### src/lfr_pkg.sv
// Purpose: constants and carriers for the lookup-table function, memory and shift cell
// Assumes: one logic tile of four memory-capable and four logic-only tables
// Notes: register offsets are word indices on the plain configuration port
// Behaviour
// RULE1 - each table maps its four select inputs to one output, any Boolean function
// RULE2 - combining multiplexers join tables here or in adjacent tiles for wider functions
// RULE3 - every table can serve as ROM holding its configuration-loaded contents
// RULE4 - only left tables 0..3 offer memory and shift modes; right tables logic only
// RULE5 - memory mode gives 16 writable bits per left table, addressed by its selects
// RULE6 - left tables combine into wider or deeper memories
// RULE7 - dual-port option pairs two tables with independent read address paths
// RULE8 - memory contents can be preloaded at configuration before any user write
// RULE9 - shift mode: 16-bit shift register with tap giving 1 to 16 cycles delay
// RULE10 - four left tables chain into one shift register of up to 64 stages
// RULE11 - cascade input and output carry the end bit between chained shift registers
// RULE12 - writes and shifts only on clock edge with write enable; reads combinational
package lfr_pkg;
  localparam int LFR_LUT_BITS = 16;
  localparam int LFR_NUM_LUT = 8;
  localparam int LFR_NUM_LEFT = 4;
  localparam int LFR_ADDR_W = 4;
  localparam int LFR_DATA_W = 16;
  // register indices
  localparam logic [3:0] LFR_ADDR_INIT0 = 4'h0;
  localparam logic [3:0] LFR_ADDR_MODE = 4'h8;
  localparam logic [3:0] LFR_ADDR_TAP = 4'h9;
  localparam logic [3:0] LFR_ADDR_CTRL = 4'ha;
  localparam logic [3:0] LFR_ADDR_STAT = 4'hb;
  // field positions
  localparam int LFR_MODE_W = 2;
  localparam int LFR_DUAL_POS = 8;
  localparam int LFR_CHAIN_POS = 0;
  localparam int LFR_DEPTH_POS = 1;
  localparam int LFR_TAP_W = 4;
  // per-table mode codes
  localparam logic [1:0] LFR_MODE_LOGIC = 2'h0;
  localparam logic [1:0] LFR_MODE_RAM = 2'h1;
  localparam logic [1:0] LFR_MODE_SRL = 2'h2;
  // reset values
  localparam logic [15:0] LFR_LUT_RST = 16'h0000;
  localparam logic [9:0] LFR_MODE_RST = 10'h000;
  localparam logic [15:0] LFR_TAP_RST = 16'h0000;
  localparam logic [1:0] LFR_CTRL_RST = 2'h0;

  typedef enum logic [2:0] {
    LFR_BUF_EMPTY = 3'b001,
    LFR_BUF_ONE = 3'b010,
    LFR_BUF_FULL = 3'b100
  } lfr_buf_t;

  // one user beat into the tile
  typedef struct packed {
    logic [7:0][3:0] table_select_inputs;
    logic [3:0] wdata;
    logic we;
    logic cascade_in;
    logic [3:0] wide_sel;
    logic wide_in;
    logic [1:0] bank;
  } lfr_beat_t;

  // one result out of the tile
  typedef struct packed {
    logic [7:0] lut;
    logic wide;
    logic cascade_out;
  } lfr_res_t;
endpackage

### src/lfr_cell.sv
// Purpose: one logic tile of lookup tables usable as logic, ROM, distributed RAM or shift register
// Assumes: user beats arrive on the fabric clock with valid/ready; config port on same clock
// Notes: results pass a two-entry buffer, so outputs lag the combinational read by a cycle
`timescale 1ns/1ps
module lfr_cell (
  // clock and reset
  input wire logic i_clk,
  input wire logic i_nrst,
  // configuration port
  input wire logic [3:0] i_addr,
  input wire logic [15:0] i_wdata,
  input wire logic i_wr,
  input wire logic i_rd,
  output logic [15:0] o_rdata,
  // user beat in
  input wire logic i_valid,
  input wire lfr_pkg::lfr_beat_t i_beat,
  output logic o_ready,
  // result out
  output logic o_valid,
  output lfr_pkg::lfr_res_t o_res,
  input wire logic i_ready
);

  logic [15:0] lut [8];
  logic [15:0] next_lut [8];
  logic [9:0] mode;
  logic [9:0] next_mode;
  logic [15:0] tap;
  logic [15:0] next_tap;
  logic [1:0] ctrl;
  logic [1:0] next_ctrl;
  logic [15:0] next_rdata;
  lfr_pkg::lfr_buf_t buf_state;
  lfr_pkg::lfr_buf_t next_buf_state;
  lfr_pkg::lfr_res_t ent1;
  lfr_pkg::lfr_res_t next_ent1;
  lfr_pkg::lfr_res_t next_res;
  logic next_valid;
  logic next_ready;
  lfr_pkg::lfr_res_t res;
  logic accept;
  logic pop;

  function automatic logic lut_read(input logic [15:0] word, input logic [3:0] sel);
    lut_read = word[sel];
  endfunction

  function automatic logic [1:0] mode_of(input logic [9:0] m, input int k);
    mode_of = m[k*lfr_pkg::LFR_MODE_W +: lfr_pkg::LFR_MODE_W];
  endfunction

  assign accept = i_valid & o_ready;
  assign pop = o_valid & i_ready;

  // combinational read of every table
  always_comb begin
    res = '0;
    for (int k = 0; k < lfr_pkg::LFR_NUM_LUT; k++) begin
      if (k < lfr_pkg::LFR_NUM_LEFT && mode_of(mode, k) == lfr_pkg::LFR_MODE_SRL) begin
        res.lut[k] = lut_read(lut[k], tap[k*lfr_pkg::LFR_TAP_W +: lfr_pkg::LFR_TAP_W]); // RULE9 RULE12
      end else begin
        // port B of a dual pair reads the odd table at its own selects
        res.lut[k] = lut_read(lut[k], i_beat.table_select_inputs[k]); // RULE1 RULE3 RULE7 RULE12
      end
    end
    if (i_beat.wide_sel[3]) begin
      res.wide = i_beat.wide_in; // RULE2
    end else begin
      res.wide = res.lut[i_beat.wide_sel[2:0]]; // RULE2 RULE6
    end
    res.cascade_out = lut[3][15]; // RULE11
  end

  // table storage: user writes and shifts, config port loads
  always_comb begin
    logic [1:0] md;
    logic pair_b;
    logic [3:0] wa;
    logic wd;
    logic sin;
    logic depth_ok;
    md = '0;
    pair_b = 1'b0;
    wa = '0;
    wd = 1'b0;
    sin = 1'b0;
    depth_ok = 1'b0;
    for (int k = 0; k < lfr_pkg::LFR_NUM_LUT; k++) begin
      next_lut[k] = lut[k];
    end
    // only the left tables ever take user writes
    for (int k = 0; k < lfr_pkg::LFR_NUM_LEFT; k++) begin // RULE4
      md = mode_of(mode, k);
      pair_b = mode[lfr_pkg::LFR_DUAL_POS + k/2] && (k % 2 == 1);
      if (pair_b) begin
        wa = i_beat.table_select_inputs[k-1]; // RULE7
        wd = i_beat.wdata[k-1];
      end else begin
        wa = i_beat.table_select_inputs[k];
        wd = i_beat.wdata[k];
      end
      // deep mode: bank picks the table written (a dual partner writes with it); else all write in parallel
      depth_ok = !ctrl[lfr_pkg::LFR_DEPTH_POS] || (i_beat.bank == 2'(k)) || pair_b; // RULE6
      if (pair_b && ctrl[lfr_pkg::LFR_DEPTH_POS]) begin
        depth_ok = (i_beat.bank == 2'(k-1));
      end
      if (k == 0) begin
        sin = ctrl[lfr_pkg::LFR_CHAIN_POS] ? i_beat.cascade_in : i_beat.wdata[0]; // RULE11
      end else begin
        sin = ctrl[lfr_pkg::LFR_CHAIN_POS] ? lut[k-1][15] : i_beat.wdata[k]; // RULE10
      end
      if (accept && i_beat.we) begin // RULE12
        if (md == lfr_pkg::LFR_MODE_RAM && depth_ok) begin
          next_lut[k][wa] = wd; // RULE5
        end else if (md == lfr_pkg::LFR_MODE_SRL) begin
          next_lut[k] = {lut[k][14:0], sin}; // RULE9
        end
      end
    end
    // config load wins over a user write in the same cycle
    if (i_wr && !i_addr[3]) begin
      next_lut[i_addr[2:0]] = i_wdata; // RULE3 RULE8
    end
  end

  // control registers and read-back
  always_comb begin
    next_mode = mode;
    next_tap = tap;
    next_ctrl = ctrl;
    next_rdata = 16'h0000;
    if (i_wr) begin
      case (i_addr)
        lfr_pkg::LFR_ADDR_MODE: next_mode = i_wdata[9:0];
        lfr_pkg::LFR_ADDR_TAP: next_tap = i_wdata;
        lfr_pkg::LFR_ADDR_CTRL: next_ctrl = i_wdata[1:0];
        default: next_mode = mode;
      endcase
    end
    if (i_rd) begin
      case (i_addr)
        lfr_pkg::LFR_ADDR_MODE: next_rdata = {6'h00, mode};
        lfr_pkg::LFR_ADDR_TAP: next_rdata = tap;
        lfr_pkg::LFR_ADDR_CTRL: next_rdata = {14'h0000, ctrl};
        lfr_pkg::LFR_ADDR_STAT: next_rdata = {11'h000, buf_state, o_ready, lut[3][15]};
        default: begin
          if (!i_addr[3]) begin
            next_rdata = lut[i_addr[2:0]];
          end
        end
      endcase
    end
  end

  // two-entry result buffer; full stalls user beats
  always_comb begin
    next_buf_state = buf_state;
    next_res = o_res;
    next_ent1 = ent1;
    case (buf_state)
      lfr_pkg::LFR_BUF_EMPTY: begin
        if (accept) begin
          next_res = res;
          next_buf_state = lfr_pkg::LFR_BUF_ONE;
        end
      end
      lfr_pkg::LFR_BUF_ONE: begin
        if (accept && pop) begin
          next_res = res;
        end else if (accept) begin
          next_ent1 = res;
          next_buf_state = lfr_pkg::LFR_BUF_FULL;
        end else if (pop) begin
          next_buf_state = lfr_pkg::LFR_BUF_EMPTY;
        end
      end
      lfr_pkg::LFR_BUF_FULL: begin
        if (pop) begin
          next_res = ent1;
          next_buf_state = lfr_pkg::LFR_BUF_ONE;
        end
      end
      default: next_buf_state = lfr_pkg::LFR_BUF_EMPTY;
    endcase
    next_valid = (next_buf_state != lfr_pkg::LFR_BUF_EMPTY);
    next_ready = (next_buf_state != lfr_pkg::LFR_BUF_FULL);
  end

  always_ff @(posedge i_clk) begin
    if (!i_nrst) begin
      for (int k = 0; k < lfr_pkg::LFR_NUM_LUT; k++) begin
        lut[k] <= lfr_pkg::LFR_LUT_RST;
      end
      mode <= lfr_pkg::LFR_MODE_RST;
      tap <= lfr_pkg::LFR_TAP_RST;
      ctrl <= lfr_pkg::LFR_CTRL_RST;
      o_rdata <= 16'h0000;
      buf_state <= lfr_pkg::LFR_BUF_EMPTY;
      o_res <= '0;
      ent1 <= '0;
      o_valid <= 1'b0;
      o_ready <= 1'b0;
    end else begin
      for (int k = 0; k < lfr_pkg::LFR_NUM_LUT; k++) begin
        lut[k] <= next_lut[k];
      end
      mode <= next_mode;
      tap <= next_tap;
      ctrl <= next_ctrl;
      o_rdata <= next_rdata;
      buf_state <= next_buf_state;
      o_res <= next_res;
      ent1 <= next_ent1;
      o_valid <= next_valid;
      o_ready <= next_ready;
    end
  end

endmodule

### config.mk
export PLATFORM = sky130hd
export DESIGN_NAME = lfr_cell
export DESIGN_NICKNAME = d
export VERILOG_FILES = /design/src/lfr_pkg.sv /design/src/lfr_cell.sv
export SDC_FILE = /design/constraint.sdc
export NUM_CORES = 1
export LEC_CHECK = 0
export ABC_AREA = 1
export BUFFER_PORTS_ARGS = -buffer_cell sky130_fd_sc_hd__buf_2
export CAP_MARGIN = 20
export CELL_PAD_IN_SITES_DETAIL_PLACEMENT = 2
export CELL_PAD_IN_SITES_GLOBAL_PLACEMENT = 2
export CORE_ASPECT_RATIO = 0.6
export CORE_MARGIN = 2
export CORE_UTILIZATION = 33
export CTS_CLUSTER_SIZE = 30
export DETAILED_ROUTE_END_ITERATION = 16
export GPL_TIMING_DRIVEN = 0
export PLACE_DENSITY = 0.79
export SLEW_MARGIN = 20
export SYNTH_ARGS = -nofsm -noshare
export SYNTH_HDL_FRONTEND = slang
export SYNTH_SLANG_ARGS = --single-unit
### constraint.sdc
create_clock -name i_clk -period 2.05 [get_ports i_clk]
set_input_delay 0.5125 -clock i_clk [delete_from_list [all_inputs] [get_ports i_clk]]
set_output_delay 0.5125 -clock i_clk [all_outputs]
set_load 0.005 [all_outputs]
* Yosys cells after proc, flatten, opt, wreduce, memory -nomap -nowiden
Memory sizes are Yosys's and may differ from the RTL's. Cells that the tools add are included.
Word-level totals: flip-flop bits (word level) 69, bits of input ports 71, bits in writable memories 128, output and inout bits 28, memories 1, word-level logic and storage cells 191, bits in latches 0, memory bits (read-only) 0
Cells by class: order comparisons 21, mux-type cells 91, $add $sub $neg 0, bitwise logic cells 12, divide/modulo/power cells 0, reduce and logical (&&, ||, !) cells 30, multiply operators 0, shift-type cells 0, equal/unequal tests 23
Memory list:
- lut | depth 8, bits a word 16, rd ports 9, clocked after memory_dff 0, wr ports 8, RTL line lfr_cell.sv:25 | logic [15:0] lut [8];
Operators with widths (count):
- two-way mux 16 bit | 22
- bitwise mux 128 bit | 1
- two-way mux 128 bit | 1
- less-than comparator 4 x 5 -> 1 bit, second input constant | 14
- bitwise mux 16 bit | 4
- case mux 16 bit (4 select lines) | 1
- binary-select mux 1 bit (select 4 bit) | 12
- demux 16 bit (select 3 bit) | 1
- two-way mux 1 bit | 32
- two-way mux 10 bit | 3
- case mux 10 bit (3 select lines) | 1
- demux 1 bit (select 4 bit) | 4
- == test 4 bit, second input constant | 4
- greater-or-equal comparator 4 x 1 -> 1 bit, second input constant | 4
- two-way mux 3 bit | 5
- logical AND 1 bit | 14
- == test 2 bit, second input constant | 6
- == test 2 x 1 -> 1 bit, second input constant | 5
- case mux 3 bit (3 select lines) | 1
- two-way mux 4 bit | 2
- bitwise OR 1 bit | 8
- AND reduction 2 bit | 4
- logical OR 1 bit | 6
- inequality test 2 bit, second input constant | 3
- other kinds (17) | 19

* Depth between registers and ports, before layout
Gate-level depths: netlist of the first run.
depth in word-level cells 11, depth in mapped cells 18, depth with buffers taken out 17

* Worst setup path after synthesis of the first run
Ideal clock, no wire load.
path kind input port to flip-flop, start point input port i_beat[21] (netlist name), end point memory lut[3][0], required time 1.931 ns, stages on the path 10, setup time 0.119 ns, slack 0.167 ns, path buffers 1, arrival time 1.764 ns, cell sequence buf_4 inv_2 nand2_1 o21ai_1 inv_2 nor2_2 a21oi_1 a311o_1 nand3_1 a21oi_1
RTL lines:
- start, declared | RTL line lfr_cell.sv:17 | input wire lfr_pkg::lfr_beat_t i_beat,
- end, declared | RTL line lfr_cell.sv:25

==> reports/qor.csv, run 1 <==
stage;metric;value;unit
outcome;outcome;finished, final reports clean;
synthesis;register area share after synthesis;0.302;
grt;GRT overflow;0;
timing;final hold violations;0;
finish;most frequent cells in the layout;nand2_1, a21oi_1, o21ai_0;
floorplan;Starting Density;0.334;
floorplan;num ports;99;
routing;antenna-violating nets left;0;
finish;Area growth syn-to-layout;17.3;%
synthesis;area of the mapped netlist;0.0131;mm²
finish;Antenna Cells;0;
timing;max-slew violations;0;
clock_tree;worst skew pair latency;480;ps
clock_tree;Worst-path clk slew;90;ps
timing;period utilization;0.984;
power_and_ir_drop;Power Dens Cells;658;mW/mm²
synthesis;number of enable flip-flop cells after synthesis;0;
placed_design;detailed placement HPWL;58400;µm
floorplan;standard-cell rows;56;
synthesis;Synth Register Bits;197;
clock_tree;CTS tree;done;
timing;Final min period;2020;ps
timing;worst slew pin tran;1180;ps
timing;Clock Skews;22.5;ps
grt;largest net degree at the start of global routing;21;
clock_tree;Root Buffer;clkbuf_16;
critical_path;CP Class;register to register;
grt;initial antenna violation count;8;
placed_design;GP Congestion;1.01;
timing;RSZ-0062 raised after global routing;yes;
routing;vias;16717;
synthesis;top_reg_cell synth;dfxtp_1;
critical_path;CP dominant cell by count;nand2_1;
finish;Multi-input gate area;0.00801;mm²
synthesis;Synth Instances;2082;
synthesis;syn avg cell area;6.27;µm²
finish;nets;2264;
timing;Max transition margin;0.212;
floorplan;die width;261;µm
clock_tree;CTS Sinks;197;
timing;Fmax;0.496;GHz
routing;DRC;0;
critical_path;CP Max Fanout;10;
clock_tree;Num CTS Buffers;17;
critical_path;CP max stage delay;440;ps
clock_tree;H-tree depth;4;
hold_path;hold depth;3;
critical_path;reg2reg path depth;8;
critical_path;WP data required;2450;ps
power_and_ir_drop;Leakage;5.79;nW
synthesis;distinct cell type count after synthesis;37;
critical_path;slowest CP cell;dfxtp_1;
floorplan;core area;0.0390;mm²
finish;share of cells above drive strength 1;0.167;
clock_tree;clock buffer depth;2;
routing;DR WL/cell;27.9;µm
critical_path;critical path cell sequence;nand2_1 > inv_2 > nand2_1 > buf_4 > clkbuf_4 > a211oi_4 > a211oi_1 > nor2_1;
critical_path;Worst Path Arrival;2420;ps
critical_path;Worst setup SP type;register;
grt;vias in the first global route;16453;
finish;Finished Core Util;0.392;
routing;DRT Wirelength;76100;µm
floorplan;die area;0.0412;mm²
timing;hold_ws;382;ps
synthesis;ys async rst share;0;
finish;most common cell after layout, fill and taps aside;nand2_1;
floorplan;Die Y;158;µm
clock_tree;Hold Buf Count CTS;0;
hold_path;Hold WC Path Type;input pin to register;
timing;Final Setup Violations;0;
placed_design;I/O Buffers;82;
critical_path;CP Capture Type;register;
routing;vias per cell;6.13;
synthesis;Mapped Nets;2153;
finish;fillcell total;4796;
flow_run;max-cap violations;0;
power_and_ir_drop;Max IR drop VDD;529;µV
routing;first-pass iteration count of the detailed router;6;
grt;global-route wire length before repair;110000;µm
grt;gr usage total;0.366;
routing;Iter 0 DRT Violations;1697;
finish;Reg area;0.00400;mm²
synthesis;Synth Warn #;0;
logic make-up after synthesis:
| logic type | share of synthesized area |
|---|---|
| compound gates | 0.352 |
| buf+inv | 0.111 |
| flops | 0.302 |
| simple gates | 0.235 |
cell type report:
cell class                      instances  area share
Multi-Input combinational cell       1511       0.523
Sequential cell                       197       0.261
Inverter                              243      0.0606
Tap cell                              522      0.0427
Buffer                                130      0.0408
Timing Repair Buffer                   93      0.0330
Clock buffer                           18      0.0280
Clock inverter                         14      0.0101
per-layer routing:
| layer | up-vias | GRT usage | part of all wire | wire length (µm) |
|---|---|---|---|---|
| met3 | 150 | 0.0959 | 0.099 | 7580 |
| met5 | - | 0 | 0.00014 | 11 |
| met2 | 726 | 0.521 | 0.40 | 30700 |
| li1 | 7415 | - | - | - |
| met1 | 8424 | 0.531 | 0.47 | 35500 |
| met4 | 2 | 0.113 | 0.031 | 2340 |
synth_stat cells, types with 6 or more instances:
master	number	area share
nand2_1	422	0.12
a21oi_1	275	0.11
o21ai_0	236	0.091
dfxtp_1	197	0.30
inv_1	197	0.057
nand3_1	160	0.061
nor2_1	101	0.029
clkbuf_1	90	0.026
o211ai_1	87	0.050
a211oi_1	48	0.028
inv_2	43	0.012
o22ai_1	37	0.018
a311oi_1	28	0.019
a31o_1	25	0.017
buf_2	24	0.0092
o21ai_1	24	0.0092
nor2_2	20	0.0096
buf_1	14	0.0040
nor3_1	9	0.0035
a31oi_1	8	0.0038
a221oi_1	6	0.0040
path summary, 6_finish.rpt:
| path | from | to | slack [ps] |
|---|---|---|---|
| max | o_ready | lut[0][4] | 30 |
| min | i_wdata[0] | lut[3][0] | 380 |
| max reg2reg | o_ready | lut[0][4] | 30 |
| min reg2reg | register | register | 490 |
timing repair:
action / 4_1_cts / 5_1_grt
endpoints found under the hold margin: 0 / 0
endpoints found under the setup margin: 77 / 102
buffers inserted: 3 / 8
gates resized for setup: 64 / 154
pin swaps: 3 / 6
power by group:
group | internal (W) | switching, W | total [W]
Sequential | 0.00403 | 0.000214 | 0.00424
Combinational | 0.000627 | 0.00159 | 0.00222
Clock | 0.00164 | 0.00197 | 0.00361
metrics by stage:
stage	setup WS (ps)	total power (W)	std cells	area (µm²)	setup TNS, ps
floorplan	167	0.00540	2082	13100	0
CTS	-14.3	0.00994	2721	14900	-14.3
global route	-91.0	0.0104	2728	15300	-184
detailed placement	-803	0.00635	2686	14100	-56730
finish	33.1	0.0101	2728	15300	0
global placement	-766	0.00624	2686	14100	-45840
worst max-delay path, delay by kind of cell (launching register included):
kind / cells / cell delay [ps]
buf+inv: 3 / 620
compound gates: 2 / 450
flops: 1 / 440
simple gates: 3 / 420
(Power assumes the default switching activity.)
==> run 2: changes to the inputs <==
--- a/config.mk
+++ b/config.mk
@@ -6,7 +6,7 @@
 export NUM_CORES = 1
 export LEC_CHECK = 0
 export ABC_AREA = 1
-export BUFFER_PORTS_ARGS = -buffer_cell sky130_fd_sc_hd__buf_2
+export BUFFER_PORTS_ARGS = -buffer_cell sky130_fd_sc_hd__buf_4
 export CAP_MARGIN = 20
 export CELL_PAD_IN_SITES_DETAIL_PLACEMENT = 2
 export CELL_PAD_IN_SITES_GLOBAL_PLACEMENT = 2
==> reports/qor.csv, run 2 (same netlist as run 1, synthesis figures left out) <==
stage;metric;value;unit;change
critical_path;reg2reg path depth;8;;unchanged
grt;global-route wire length before repair;111000;µm;+1.0%
finish;nets;2278;;+0.62%
routing;DRT Wirelength;77500;µm;+1.8%
outcome;outcome;complete, but fails checks;;
grt;GRT overflow;0;;unchanged
timing;Clock Skews;22.2;ps;-0.234 ps
placed_design;GP Congestion;0.989;;-2.5%
clock_tree;worst skew pair latency;480;ps;about the same
clock_tree;Hold Buf Count CTS;0;;unchanged
timing;RSZ-0062 raised after global routing;yes;;
critical_path;CP Class;register to register;;
finish;share of cells above drive strength 1;0.168;;+0.000448
finish;Reg area;0.00400;mm²;about the same
placed_design;I/O Buffers;82;;unchanged
critical_path;Worst Path Arrival;2420;ps;about the same
floorplan;Starting Density;0.334;;unchanged
timing;Worst Setup Slack, final;-22.1;ps;-55.2 ps
grt;largest net degree at the start of global routing;19;;-9.5%
timing;Setup TNS Final;-22.3;ps;-22.3 ps
finish;Area growth syn-to-layout;19.5;%;
critical_path;CP Max Fanout;10;;unchanged
critical_path;r2r setup slk;-20;ps;-60 ps
finish;Multi-input gate area;0.00795;mm²;-0.77%
placed_design;placed instance area;0.0143;mm²;+1.5%
outcome;violated checks;setup timing;;
placed_design;detailed placement HPWL;58700;µm;+0.41%
timing;Final min period;2070;ps;+55.2 ps
critical_path;CP Capture Type;register;;
power_and_ir_drop;P_sw;0.00370;W;-2.0%
power_and_ir_drop;Internal Power;0.00651;W;+3.4%
hold_path;Hold WC Path Type;input pin to register;;
power_and_ir_drop;Leakage;5.92;nW;+2.1%
power_and_ir_drop;Comb power frac;0.228;;+0.008
clock_tree;CTS Sinks;197;;unchanged
floorplan;core area;0.0390;mm²;unchanged
routing;Iter 0 DRT Violations;1901;;+12%
timing;worst slew pin tran;1240;ps;+53.9 ps
floorplan;standard-cell rows;56;;unchanged
timing;max-slew violations;0;;unchanged
hold_path;hold depth;3;;unchanged
grt;gr usage total;0.369;;+0.00329
timing;Fmax;0.483;GHz;-2.7%
routing;DRC;0;;unchanged
grt;initial antenna violation count;4;;-4
power_and_ir_drop;Reg power frac;0.417;;-0.004
finish;Final Cell Area;0.0156;mm²;+1.9%
routing;antenna-violating nets left;0;;unchanged
flow_run;max-cap violations;0;;unchanged
floorplan;num ports;99;;unchanged
routing;DR WL/cell;28.3;µm;+1.4%
placed_design;Post-Place Cells;2686;;unchanged
timing;hold_ws;352;ps;-29.9 ps
critical_path;Worst setup SP type;register;;
finish;Finished Layout Cells;2740;;+0.44%
finish;most frequent cells in the layout;nand2_1, a21oi_1, o21ai_0;;
finish;most common cell after layout, fill and taps aside;nand2_1;;
timing;Max transition margin;0.176;;-0.0360
floorplan;die area;0.0412;mm²;unchanged
floorplan;Die Y;158;µm;unchanged
power_and_ir_drop;switching share of total power;0.362;;-0.0125
timing;period utilization;1.01;;+0.0269
timing;final hold violations;0;;unchanged
routing;vias per cell;6.15;;+0.34%
power_and_ir_drop;Final Power;0.0102;W;+1.4%
power_and_ir_drop;Max IR drop VDD;542;µV;+2.6%
clock_tree;clock buffer depth;2;;unchanged
clock_tree;Num CTS Buffers;17;;unchanged
grt;vias in the first global route;16593;;+0.85%
power_and_ir_drop;Power Dens Cells;655;mW/mm²;-0.47%
clock_tree;CTS tree;done;;
timing;Final Setup Violations;2;;+2
finish;fillcell total;4786;;-0.21%
finish;Antenna Cells;0;;unchanged
clock_tree;H-tree depth;4;;unchanged
critical_path;WP data required;2400;ps;-50 ps
routing;vias;16847;;+0.78%
clock_tree;Worst-path clk slew;90;ps;about the same
clock_tree;Root Buffer;clkbuf_16;;
floorplan;die width;261;µm;unchanged
routing;first-pass iteration count of the detailed router;5;;-1
power_and_ir_drop;clock group share of total power;0.355;;-0.004
[run 2: changes by cell type in the layout (fill, tap and decap cells not counted), sizes merged]
| cell | delta |
|---|---|
| clkinvlp | -1 |
| inv | -2 |
| bufinv | +1 |
| buf | +10 |
| clkbuf | +4 |
[run 2: final timing paths]
| check | to | start |
|---|---|---|
| worst max-delay path | lut[0][1] | o_ready |
| worst min-delay path | lut[3][0] | i_wdata[0] |
| worst max register to register | lut[0][1] | o_ready |
| worst min register to register | register | register |
[run 2: layer usage]
metal  vias up  wire, µm  GRT usage
met5         -         0          0
met1      8593     36100      0.538
met3       100      7950     0.0994
li1       7448         -          -
met4         0      1940     0.0999
met2       706     31500      0.527
[run 2: critical path, cell delays in order (launching register included)]
cell      delay, ps
dfxtp_1         380
nand2_2         170
inv_2            80
nand2_1         110
buf_4           270
buf_2           370
a211oi_2        120
a211oi_1        360
nor2_1           70
[run 2: layout make-up]
cell class                      count  area share
Clock buffer                       18      0.0282
Inverter                          243      0.0596
Tap cell                          522      0.0419
Sequential cell                   197       0.257
Buffer                            131      0.0419
Clock inverter                     12     0.00899
Timing Repair Buffer              106      0.0532
Multi-Input combinational cell   1511       0.510
[run 2: metrics by stage]
| stage | setup slack [ps] | util |
|---|---|---|
| floorplan | 167 | - |
| global placement | -772 | 0.367 |
| detailed placement | -726 | 0.367 |
| CTS | -48.7 | 0.385 |
| global route | -68.2 | 0.399 |
| finish | -22.1 | 0.399 |
[run 2: power groups by stage]
stage	registers, W	clock network [W]	logic (W)
floorplan	0.00424	0	0.00117
global placement	0.00431	0	0.00203
detailed placement	0.00431	0	0.00213
CTS	0.00423	0.00362	0.00216
global route	0.00427	0.00377	0.00252
finish	0.00426	0.00363	0.00233
[run 2: repair_timing]
item / CTS / global route
endpoints found under the setup margin: 76 / 106
setup buffers: 2 / 20
cloned: 0 / 1
gates resized for setup: 51 / 163
pin swaps: 1 / 12
